<file path="src/tfa_cfg.svh">
// Constants for the tag identifier filter: option codes, reset values and timeouts.
// Assumes option codes arrive as BCD digit groups, right aligned in 16 bits.
//
// Contract
// - Auxiliary suffix starts off; option 311 turns it on, 310 turns it off.
// - Suffix goes on ID, presence and input-change reports, never on errors.
// - Suffix is percent, reader id, hyphen, antenna, hyphen, count, hyphen, input digit.
// - Antenna field of the suffix is always the digit zero.
// - Read count is two hex characters, 00 to FF, for the previous tag.
// - Input digit holds both sensor inputs, 0 to 3, inverted when inversion is on.
// - Extra page append starts off; option 321 enables it, 320 disables it.
// - Extra page covers tag bytes 10 to 17, only in ID-only mode with sort active.
// - Extra page follows the ID after an ampersand, before other suffixes.
// - Transmit-all mode skips the uniqueness check and reports every valid ID.
// - In transmit-all mode the output still fires once per valid unique ID.
// - Uniqueness separation is 1 to 4 IDs by options 4100-4103; default one.
// - Keep four latest IDs; report only if different from the first N entries.
// - Every newly acquired ID enters the comparison register, pass or fail.
// - A buffered ID is accepted again only after timeout or other IDs.
// - An ID is valid after 1 to 4 identical successive reads; default one.
// - Validation precedes uniqueness; failing IDs are never reported.
// - Reset-uniqueness command ends all timers and restarts filtering.
// - Timeout is two minutes by default, or 15 or 30 seconds by option.
// - Any timeout option expires the timer and clears the comparison register.
// - Timer stays reset while the same ID keeps arriving; else repeats each period.
// - Changed settings are saved to nonvolatile storage on entering data mode.
// - Time and date suffix is separated from the report by an ampersand.
`ifndef TFA_CFG_SVH
`define TFA_CFG_SVH

`define TFA_OPT_AUX_OFF     16'h0310
`define TFA_OPT_AUX_ON      16'h0311
`define TFA_OPT_PAGE_OFF    16'h0320
`define TFA_OPT_PAGE_ON     16'h0321
`define TFA_OPT_XMIT_ALL    16'h0040
`define TFA_OPT_SEP_BASE    16'h4100
`define TFA_OPT_VAL_BASE    16'h4200
`define TFA_OPT_UNIQ_RST    16'h0440
`define TFA_OPT_TMO_2MIN    16'h0441
`define TFA_OPT_TMO_15S     16'h0442
`define TFA_OPT_TMO_30S     16'h0443

`define TFA_CLK_PERIOD_NS   20
`define TFA_NS_PER_SEC      1000000000
`define TFA_TMO_2MIN_S      7'd120
`define TFA_TMO_15S_S       7'd15
`define TFA_TMO_30S_S       7'd30

`define TFA_PAGE_FIRST      8'h10
`define TFA_PAGE_LAST       8'h17
`define TFA_PAGE_BYTES      4'h8

`define TFA_CH_PERCENT      8'h25
`define TFA_CH_HYPHEN       8'h2D
`define TFA_CH_ZERO         8'h30
`define TFA_CH_AMP          8'h26
`define TFA_CH_HEX_ALPHA    8'h37

`define TFA_RST_SETTINGS    9'h000
`define TFA_CMP_DEPTH       4

`endif

</file>
<file path="src/tfa_pkg.sv">
// Types shared by the tag identifier filter.
// Assumes nothing beyond the constants header.
package tfa_pkg;

   typedef enum logic [1:0] {
      TFA_KIND_ID       = 2'b00,
      TFA_KIND_PRESENCE = 2'b01,
      TFA_KIND_INPUT    = 2'b10,
      TFA_KIND_ERROR    = 2'b11
   } tfa_kind_t;

   typedef enum logic [1:0] {
      TFA_TMO_2MIN = 2'b00,
      TFA_TMO_15S  = 2'b01,
      TFA_TMO_30S  = 2'b10
   } tfa_tmo_t;

endpackage

</file>
<file path="src/tfa_fifo.sv">
// Synchronous FIFO of parameterised width and depth with valid/ready on both sides.
// Assumes one clock and an active-low asynchronous reset.
`timescale 1ns/1ps
`default_nettype none

module tfa_fifo #(
   parameter int W     = 8,
   parameter int DEPTH = 16
) (
   // Clock and reset.
   input  wire logic         sys_clk_i,
   input  wire logic         nrst_i,
   // Fill side.
   input  wire logic         in_valid_i,
   output logic              in_ready_o,
   input  wire logic [W-1:0] in_data_i,
   // Drain side.
   output logic              out_valid_o,
   input  wire logic         out_ready_i,
   output logic [W-1:0]      out_data_o
);
   localparam int AW = $clog2(DEPTH);

   logic [W-1:0] mem [DEPTH];
   logic [AW:0]  wr_ptr;
   logic [AW:0]  rd_ptr;
   logic         full;
   logic         empty;
   logic         push;
   logic         pop;

   assign empty       = (wr_ptr == rd_ptr);
   assign full        = (wr_ptr[AW] != rd_ptr[AW]) && (wr_ptr[AW-1:0] == rd_ptr[AW-1:0]);
   assign in_ready_o  = !full;
   assign out_valid_o = !empty;
   assign push        = in_valid_i && !full;
   assign pop         = out_ready_i && !empty;
   assign out_data_o  = mem[rd_ptr[AW-1:0]];

   always_ff @(posedge sys_clk_i) begin
      if (push) begin
         mem[wr_ptr[AW-1:0]] <= in_data_i;
      end
   end

   always_ff @(posedge sys_clk_i or negedge nrst_i) begin
      if (!nrst_i) begin
         wr_ptr <= '0;
      end else if (push) begin
         wr_ptr <= wr_ptr + 1'b1;
      end
   end

   always_ff @(posedge sys_clk_i or negedge nrst_i) begin
      if (!nrst_i) begin
         rd_ptr <= '0;
      end else if (pop) begin
         rd_ptr <= rd_ptr + 1'b1;
      end
   end

endmodule

`default_nettype wire

</file>
<file path="src/tfa_filter.sv">
// Tag identifier filter: validation, uniqueness, timeout and report suffix fields.
// Assumes option codes and tags come from logic on sys_clk_i; sensor inputs are pins.
`include "tfa_cfg.svh"
`timescale 1ns/1ps
`default_nettype none

module tfa_filter #(
   parameter int ID_W     = 96,
   parameter int FIFO_DEP = 16,
   parameter int TICK_CYC = `TFA_NS_PER_SEC / `TFA_CLK_PERIOD_NS
) (
   // Clock and reset.
   input  wire logic            sys_clk_i,
   input  wire logic            nrst_i,
   // Option commands from the host parser.
   input  wire logic            cmd_valid_i,
   input  wire logic [15:0]     cmd_code_i,
   input  wire logic            data_mode_enter_i,
   // Nonvolatile storage of settings.
   input  wire logic            nv_load_i,
   input  wire logic [8:0]      nv_data_i,
   output logic                 nv_save_o,
   output logic [8:0]           settings_o,
   // Reader configuration and pins.
   input  wire logic [7:0]      reader_ident_field_i,
   input  wire logic            sensor_in_a_i,
   input  wire logic            sensor_in_b_i,
   input  wire logic            invert_inputs_i,
   input  wire logic            multi_tag_sort_i,
   input  wire logic            extended_truck_format_i,
   input  wire logic            time_date_en_i,
   input  wire logic            output_ctl_i,
   // Acquired tags and other reports.
   input  wire logic            tag_valid_i,
   output logic                 tag_ready_o,
   input  wire logic [ID_W-1:0] tag_id_i,
   input  wire logic [1:0]      tag_kind_i,
   // Reports towards the serial formatter.
   output logic                 rep_valid_o,
   input  wire logic            rep_ready_i,
   output logic [ID_W-1:0]      rep_id_o,
   output logic [1:0]           rep_kind_o,
   output logic                 rep_aux_o,
   output logic                 rep_page_o,
   output logic                 rep_time_date_o,
   output logic [79:0]          rep_aux_text_o,
   // Output relay.
   output logic                 relay_pulse_o
);
   localparam int RW = ID_W + 2 + 3 + 80;

   // Settings.
   logic       aux_en;
   logic       page_en;
   logic       xmit_all;
   logic [1:0] sep_sel;
   logic [1:0] val_sel;
   logic [1:0] tmo_sel;
   logic       dirty;

   // Filter state.
   logic [ID_W-1:0] cmp_id [`TFA_CMP_DEPTH];
   logic [3:0]      cmp_v;
   logic [ID_W-1:0] last_raw;
   logic            have_raw;
   logic [7:0]      run_cnt;
   logic [7:0]      prev_cnt;
   logic [25:0]     pre_cnt;
   logic [6:0]      sec_cnt;
   logic            sens_a_m;
   logic            sens_a;
   logic            sens_b_m;
   logic            sens_b;

   // Decision signals.
   logic            cmd_sep;
   logic            cmd_val;
   logic            cmd_tmo;
   logic            flush;
   logic            accept;
   logic            accept_id;
   logic            same_raw;
   logic [7:0]      next_run;
   logic            validated;
   logic [3:0]      hit;
   logic            match;
   logic            pass;
   logic            fifo_wr;
   logic            fifo_ready;
   logic            tick;
   logic            expire;
   logic [6:0]      tmo_lim;
   logic [1:0]      status_q;
   logic [7:0]      cnt_hi;
   logic [7:0]      cnt_lo;
   logic [7:0]      rid_hi;
   logic [7:0]      rid_lo;
   logic [79:0]     aux_text;
   logic            w_aux;
   logic            w_page;
   logic [RW-1:0]   w_data;
   logic [RW-1:0]   r_data;

   function automatic logic [7:0] hex_char(input logic [3:0] n);
      if (n < 4'hA) begin
         hex_char = `TFA_CH_ZERO + {4'h0, n};
      end else begin
         hex_char = `TFA_CH_HEX_ALPHA + {4'h0, n};
      end
   endfunction

   assign cmd_sep = cmd_valid_i && (cmd_code_i[15:2] == `TFA_OPT_SEP_BASE >> 2);
   assign cmd_val = cmd_valid_i && (cmd_code_i[15:2] == `TFA_OPT_VAL_BASE >> 2);
   assign cmd_tmo = cmd_valid_i && ((cmd_code_i == `TFA_OPT_TMO_2MIN) ||
                                    (cmd_code_i == `TFA_OPT_TMO_15S)  ||
                                    (cmd_code_i == `TFA_OPT_TMO_30S));
   // A timeout selection throws away the stored IDs as well.
   assign flush   = (cmd_valid_i && (cmd_code_i == `TFA_OPT_UNIQ_RST)) || cmd_tmo;

   always_ff @(posedge sys_clk_i or negedge nrst_i) begin
      if (!nrst_i) begin
         {aux_en, page_en, xmit_all, sep_sel, val_sel, tmo_sel} <= `TFA_RST_SETTINGS;
      end else if (nv_load_i) begin
         {aux_en, page_en, xmit_all, sep_sel, val_sel, tmo_sel} <= nv_data_i;
      end else if (cmd_valid_i) begin
         if ((cmd_code_i == `TFA_OPT_AUX_ON) || (cmd_code_i == `TFA_OPT_AUX_OFF)) begin
            aux_en <= cmd_code_i[0];
         end
         if ((cmd_code_i == `TFA_OPT_PAGE_ON) || (cmd_code_i == `TFA_OPT_PAGE_OFF)) begin
            page_en <= cmd_code_i[0];
         end
         // Transmit-all stays on until a separation option reinstates the check.
         if (cmd_code_i == `TFA_OPT_XMIT_ALL) begin
            xmit_all <= 1'b1;
         end
         if (cmd_sep) begin
            xmit_all <= 1'b0;
            sep_sel  <= cmd_code_i[1:0];
         end
         if (cmd_val) begin
            val_sel <= cmd_code_i[1:0];
         end
         if (cmd_tmo) begin
            tmo_sel <= cmd_code_i[1:0] - 2'd1;
         end
      end
   end

   assign settings_o = {aux_en, page_en, xmit_all, sep_sel, val_sel, tmo_sel};

   // A change arriving with the save strobe stays dirty for the next save.
   always_ff @(posedge sys_clk_i or negedge nrst_i) begin
      if (!nrst_i) begin
         dirty     <= 1'b0;
         nv_save_o <= 1'b0;
      end else begin
         nv_save_o <= data_mode_enter_i && dirty;
         if (cmd_valid_i) begin
            dirty <= 1'b1;
         end else if (data_mode_enter_i || nv_load_i) begin
            dirty <= 1'b0;
         end
      end
   end

   always_ff @(posedge sys_clk_i or negedge nrst_i) begin
      if (!nrst_i) begin
         sens_a_m <= 1'b0;
         sens_a   <= 1'b0;
         sens_b_m <= 1'b0;
         sens_b   <= 1'b0;
      end else begin
         sens_a_m <= sensor_in_a_i;
         sens_a   <= sens_a_m;
         sens_b_m <= sensor_in_b_i;
         sens_b   <= sens_b_m;
      end
   end

   // One item per cycle; back-pressure from the FIFO stalls the source.
   assign tag_ready_o = fifo_ready;
   assign accept      = tag_valid_i && fifo_ready;
   assign accept_id   = accept && (tag_kind_i == tfa_pkg::TFA_KIND_ID);

   assign same_raw  = have_raw && (tag_id_i == last_raw);
   assign next_run  = !same_raw ? 8'h01 : ((run_cnt == 8'hFF) ? 8'hFF : run_cnt + 8'h01);
   assign validated = (next_run > {6'h00, val_sel});

   always_ff @(posedge sys_clk_i or negedge nrst_i) begin
      if (!nrst_i) begin
         last_raw <= '0;
         have_raw <= 1'b0;
         run_cnt  <= 8'h00;
         prev_cnt <= 8'h00;
      end else if (accept_id) begin
         last_raw <= tag_id_i;
         have_raw <= 1'b1;
         run_cnt  <= next_run;
         if (!same_raw) begin
            prev_cnt <= run_cnt;
         end
      end else if (flush) begin
         have_raw <= 1'b0;
         run_cnt  <= 8'h00;
      end
   end

   generate
      for (genvar i = 0; i < `TFA_CMP_DEPTH; i++) begin : g_cmp
         // Only the first N entries take part in the test.
         assign hit[i] = cmp_v[i] && (cmp_id[i] == tag_id_i) && (i <= sep_sel);
         if (i == 0) begin : g_head
            always_ff @(posedge sys_clk_i or negedge nrst_i) begin
               if (!nrst_i) begin
                  cmp_id[i] <= '0;
               end else if (accept_id && validated) begin
                  cmp_id[i] <= tag_id_i;
               end
            end
         end else begin : g_tail
            always_ff @(posedge sys_clk_i or negedge nrst_i) begin
               if (!nrst_i) begin
                  cmp_id[i] <= '0;
               end else if (accept_id && validated) begin
                  cmp_id[i] <= cmp_id[i-1];
               end
            end
         end
      end
   endgenerate

   assign match = |hit;
   assign pass  = !match;

   // A new ID after a flush is stored, with everything older forgotten.
   always_ff @(posedge sys_clk_i or negedge nrst_i) begin
      if (!nrst_i) begin
         cmp_v <= 4'h0;
      end else if (accept_id && validated) begin
         cmp_v <= (flush || expire) ? 4'h1 : {cmp_v[2:0], 1'b1};
      end else if (flush || expire) begin
         cmp_v <= 4'h0;
      end
   end

   always_comb begin
      case (tmo_sel)
         tfa_pkg::TFA_TMO_15S: tmo_lim = `TFA_TMO_15S_S;
         tfa_pkg::TFA_TMO_30S: tmo_lim = `TFA_TMO_30S_S;
         default:              tmo_lim = `TFA_TMO_2MIN_S;
      endcase
   end

   assign tick   = (pre_cnt == 26'(TICK_CYC - 1));
   assign expire = tick && (sec_cnt == tmo_lim - 7'd1);

   // Every validated arrival restarts the clock, so a parked tag never repeats.
   always_ff @(posedge sys_clk_i or negedge nrst_i) begin
      if (!nrst_i) begin
         pre_cnt <= 26'h0000000;
         sec_cnt <= 7'h00;
      end else if (flush || (accept_id && validated) || expire) begin
         pre_cnt <= 26'h0000000;
         sec_cnt <= 7'h00;
      end else if (tick) begin
         pre_cnt <= 26'h0000000;
         sec_cnt <= sec_cnt + 7'd1;
      end else begin
         pre_cnt <= pre_cnt + 26'd1;
      end
   end

   // Validation gates ID reports only, other kinds pass straight in; transmit-all only bypasses uniqueness.
   assign fifo_wr = accept && (!accept_id || (validated && (pass || xmit_all)));

   always_ff @(posedge sys_clk_i or negedge nrst_i) begin
      if (!nrst_i) begin
         relay_pulse_o <= 1'b0;
      end else begin
         relay_pulse_o <= output_ctl_i && accept_id && validated && pass;
      end
   end

   assign status_q = {sens_b, sens_a} ^ {2{invert_inputs_i}};
   assign rid_hi   = hex_char(reader_ident_field_i[7:4]);
   assign rid_lo   = hex_char(reader_ident_field_i[3:0]);
   assign cnt_hi   = hex_char((accept_id && !same_raw) ? run_cnt[7:4] : prev_cnt[7:4]);
   assign cnt_lo   = hex_char((accept_id && !same_raw) ? run_cnt[3:0] : prev_cnt[3:0]);
   // Antenna digit is fixed; the formatter sends the bytes from the top down.
   assign aux_text = {`TFA_CH_PERCENT, rid_hi, rid_lo, `TFA_CH_HYPHEN, `TFA_CH_ZERO,
                      `TFA_CH_HYPHEN, cnt_hi, cnt_lo, `TFA_CH_HYPHEN,
                      `TFA_CH_ZERO + {6'h00, status_q}};

   assign w_aux  = aux_en && (tag_kind_i != tfa_pkg::TFA_KIND_ERROR);
   // The formatter sends ID, then ampersand and page, then time/date, then aux.
   assign w_page = page_en && accept_id && multi_tag_sort_i &&
                   !extended_truck_format_i;
   assign w_data = {tag_id_i, tag_kind_i, w_aux, w_page, time_date_en_i, aux_text};

   tfa_fifo #(
      .W     (RW),
      .DEPTH (FIFO_DEP)
   ) u_fifo (
      .sys_clk_i   (sys_clk_i),
      .nrst_i      (nrst_i),
      .in_valid_i  (fifo_wr),
      .in_ready_o  (fifo_ready),
      .in_data_i   (w_data),
      .out_valid_o (rep_valid_o),
      .out_ready_i (rep_ready_i),
      .out_data_o  (r_data)
   );

   assign {rep_id_o, rep_kind_o, rep_aux_o, rep_page_o, rep_time_date_o, rep_aux_text_o} = r_data;
endmodule

`default_nettype wire

</file>
<file path="config.mk">
export PLATFORM = sky130hd
export DESIGN_NAME = tfa_filter
export DESIGN_NICKNAME = d
export VERILOG_FILES = /design/src/tfa_pkg.sv /design/src/tfa_fifo.sv /design/src/tfa_filter.sv
export VERILOG_INCLUDE_DIRS = /design/src
export SDC_FILE = /design/constraint.sdc
export NUM_CORES = 2
export LEC_CHECK = 0
export ABC_AREA = 1
export BUFFER_PORTS_ARGS = -buffer_cell sky130_fd_sc_hd__buf_4
export CAP_MARGIN = 15
export CORE_MARGIN = 1
export CORE_UTILIZATION = 45
export DETAILED_ROUTE_END_ITERATION = 7
export GPL_ROUTABILITY_DRIVEN = 0
export GPL_TIMING_DRIVEN = 0
export MAX_ROUTING_LAYER = met4
export PLACE_DENSITY_LB_ADDON = 0.1
export SLEW_MARGIN = 20
export SYNTH_ARGS = -nofsm -noshare
export SYNTH_HDL_FRONTEND = slang
export SYNTH_SLANG_ARGS = --single-unit
export TNS_END_PERCENT = 30
</file>
<file path="constraint.sdc">
create_clock -name sys_clk_i -period 16.1 [get_ports sys_clk_i]
set_input_delay 3.22 -clock sys_clk_i [delete_from_list [all_inputs] [get_ports sys_clk_i]]
set_output_delay 3.22 -clock sys_clk_i [all_outputs]
set_load 0.005 [all_outputs]
</file>
==> summary.txt <==
Clocking
  – PostCTS Resize Cnt: 0
  – Hold_buf cts: 0
  – Total CTS buffers: 299
  – H-tree Lvls: 5
  – Clock transition at path regs: 0.06 ns
  – CTS sink count: 2656
  – Clock root buffer: clkbuf_16
  – Setup Fix Bufs, Post-CTS: 0
  – Max Root-Sink Buffers: 4
  – Worst-skew pair later-pin latency: 1.01 ns
  – CTS tree: built

Min path
  – Hold endpoint: sens_b$_DFF_PN0_
  – HP Start: sens_b_m$_DFF_PN0_
  – Hold Path Cell Cnt: 0
  – Worst Hold Class: reg -> reg

Layout
  – NumNets Final: 11070
  – Fill cell count: 21460
  – Proportion of layout cells with a drive suffix above 1: 0.1051
  – Synth-to-Final Area Change: 17.36%
  – Final core utilization: 0.5312
  – Final Non-Filler Cells: 14400

Placement
  – Cell count after placement: 13830
  – Dpl ws: 6.200 ns
  – Input/output buffers: 288
  – Post-DP HPWL: 326700 µm

STA
  – Final Hold Fails: 0
  – Clock Skew: 0.09518 ns
  – RSZ-0062 raised after global routing: no
  – # setup viols final: 0
  – Max Freq: 0.1037 GHz
  – Tightest Pin Transition: 1.372 ns
  – Max-slew violations: 0
  – Worst Setup Slack, final: 6.460 ns
  – Crit share post-route: 0.5988
  – Final TNS setup: 0 ns
  – Min cycle time layout: 9.640 ns
  – Worst relative slew slack: 0.08506

Yosys
  – Syn Area/Cell: 10.99 µm²
  – Yosys top cell by area: edfxtp_1
  – Yosys top cell area share: 0.5654
  – Post-synth EDFFs: 2096
  – Top cells by area, synth: edfxtp_1, dfrtp_1, o21ai_0, nand2_1, nor2_1
  – Synth cell types: 54
  – Cells after Synth: 10130
  – Synth Warn #: 0
  – Synth Flop Type: edfxtp_1
  – Seq/Total Area, Yosys: 0.6913
  – Mapped Area: 111300 µm²
  – Async set-or-reset flop fraction in the synthesized netlist: 0.2108
  – FF+latch count, synth: 2656

Routing
  – Vias per inst: 6.056
  – DRC Markers: 0
  – Total Routed Length: 458400 µm
  – Drt wl/cell: 31.84 µm
  – First drt pass iteration count: 7
  – ANT nets after route: 0
  – DR iter-0 viols: 13130
  – Vias: 87190

Die
  – Core area: 245900 µm²
  – Die H: 499.4 µm
  – Row count: 182
  – Die Span X: 499.4 µm
  – Total I/O pin count: 339
  – Initial Utilization: 0.4526
  – Die area: 249400 µm²

Global routing
  – Initial antenna violation count: 62
  – GRT Total Usage: 0.3744
  – Vias in the first global route: 81470
  – First-pass GRT wire length: 631300 µm
  – Global route total overflow: 0
  – Largest net degree at the start of global routing: 92

Power
  – Sw power: 9.946 mW
  – Clock group share of total power: 0.269
  – Switch share: 0.4014
  – Internal power: 14.83 mW
  – Cell area power density: 189.7 nW/µm²
  – Worst vdd ir: 0.1204 mV
  – Seq pwr share: 0.362
  – Leakage power: 48.07 nW
  – Comb power frac: 0.369

Critical path
  – R2r endpoint: u_fifo.mem[0][117]$_DFFE_PP_
  – Max FO, Critical Path: 19
  – FF-to-FF Start: last_raw[26]$_DFFE_PN0P_
  – Setup CP Type: in -> reg
  – Arr. time, crit path: 10.28 ns
  – CP Launch Type: input port
  – Worst R2R Setup Slack: 9.27 ns
  – R2R cell count: 22
  – Crit end category: flip-flop
  – Critical Path RT: 16.74 ns

Job
  – Max cap viols: 0

Status
  – Outcome: completed
==> critical path, cell delays in order <==
cell	delay [ns]
buf_4	0.19
buf_2	0.40
inv_1	0.35
nand2_1	0.23
nand2_1	0.07
nor3b_1	0.65
nand4_1	0.19
nor4_1	0.32
nand2_1	0.24
nor2_1	0.20
ha_1	0.27
nand2_1	0.06
o21ai_0	0.09
nand2_1	0.09
nor2_2	0.05
nand2_4	0.30
nand2_1	0.65
a21oi_2	0.52
nand2_1	0.32
nor2_4	0.70
buf_12	0.28
buf_12	0.21
buf_16	0.20
buf_16	0.18
buf_16	0.16
==> cell usage after synthesis (19+ instances only) <==
master / instances
edfxtp_1: 2096
nand2_1: 1798
o21ai_0: 1589
nor2_1: 1483
dfrtp_1: 560
inv_1: 559
clkbuf_1: 484
o22ai_1: 328
nand3_1: 298
o221ai_1: 212
nand4_1: 97
inv_2: 93
o211ai_1: 58
buf_4: 55
xnor2_1: 51
a21oi_2: 47
xor2_1: 47
buf_2: 41
nor3_1: 40
buf_1: 30
o21ai_1: 27
nor4_1: 26
ha_1: 20
a21oi_1: 19
==> layout make-up <==
class | instances | area [µm²] | share of cell area
clock inverters | 118 | 1087 | 0.008323
clock buffers | 389 | 8192 | 0.06270
flip-flops and latches | 2656 | 76950 | 0.5891
plain buffers | 620 | 2704 | 0.02070
inverters | 658 | 2477 | 0.01896
repair buffers | 432 | 5433 | 0.04159
well taps | 3220 | 4029 | 0.03084
diodes | 63 | 157.7 | 0.001207
multi-input cells | 6240 | 29610 | 0.2266
==> state kept, by name, indices dropped and copies added, names as in the netlist, 2 cells and up <==
signal / cells
last_raw: 96
sec_cnt: 7
cmp_id: 384
u_fifo.wr_ptr: 5
sep_sel: 2
val_sel: 2
tmo_sel: 2
prev_cnt: 8
cmp_v: 4
u_fifo.mem: 2096
u_fifo.rd_ptr: 5
pre_cnt: 26
run_cnt: 8
==> cells in the final DEF (no fill, tap or decap), types with 58 or more instances in the layout <==
master,count
nor2_1,1463
o22ai_1,328
edfxtp_1,2096
nand3_1,298
inv_1,558
nand4_1,97
o211ai_1,58
o21ai_0,1582
nand2_1,1798
diode_2,63
buf_4,345
buf_12,82
dfrtp_1,560
clkbuf_16,308
inv_2,93
clkbuf_1,512
o221ai_1,212
==> per-layer routing <==
layer  track usage  part of all wire  up-vias
met5             -                 0        -
met3        0.1050              0.11     1372
met2        0.5440              0.44     5756
met4        0.2499             0.080        0
li1              -                 -    37070
met1        0.4557              0.37    42990
==> logic make-up after synthesis <==
logic type | share of synthesized area
xor gates and xnor gates | 0.007711
and+or+nand+nor | 0.1349
buffers and inverters | 0.04603
AOI/OAI and AO/OA | 0.1177
adders and majority gates | 0.002248
DFF | 0.6913
other | 0.00006746
==> power by group through the flow <==
stage | Sequential (mW) | Combinational [mW] | Clock [mW]
after floorplan | 8.97 | 4.27 | 0
after global placement | 9.26 | 8.49 | 0
after detailed placement | 9.06 | 8.90 | 0
after CTS | 8.93 | 8.92 | 6.68
after global routing | 9.03 | 9.58 | 6.94
final | 8.98 | 9.14 | 6.66
==> how the worst max path moves through the flow <==
stage | startpoint | to | slack, ns
after global placement | tag_id_i[76] | u_fifo.mem[8][76]$_DFFE_PP_ | -4.64
after global routing | tag_id_i[30] | u_fifo.mem[0][117]$_DFFE_PP_ | 6.45
final | tag_id_i[30] | u_fifo.mem[0][117]$_DFFE_PP_ | 6.46
after CTS | u_fifo.rd_ptr[0]$_DFFE_PN0P_ | rep_id_o[12] | 6.99
after floorplan | tag_id_i[76] | u_fifo.mem[0][0]$_DFFE_PP_ | 4.57
after detailed placement | tag_id_i[30] | u_fifo.mem[0][77]$_DFFE_PP_ | 6.20
==> stage by stage <==
step                hold WS, ns  power (mW)  cell area, µm²
global route             0.3641       25.55          130600
finish                   0.3515       24.78          130600
global placement         0.3351       17.75          117700
floorplan                0.3312       13.23          111500
CTS                      0.3545       24.53          130400
detailed placement       0.3419       17.96          121100
(Power assumes the default switching activity.)
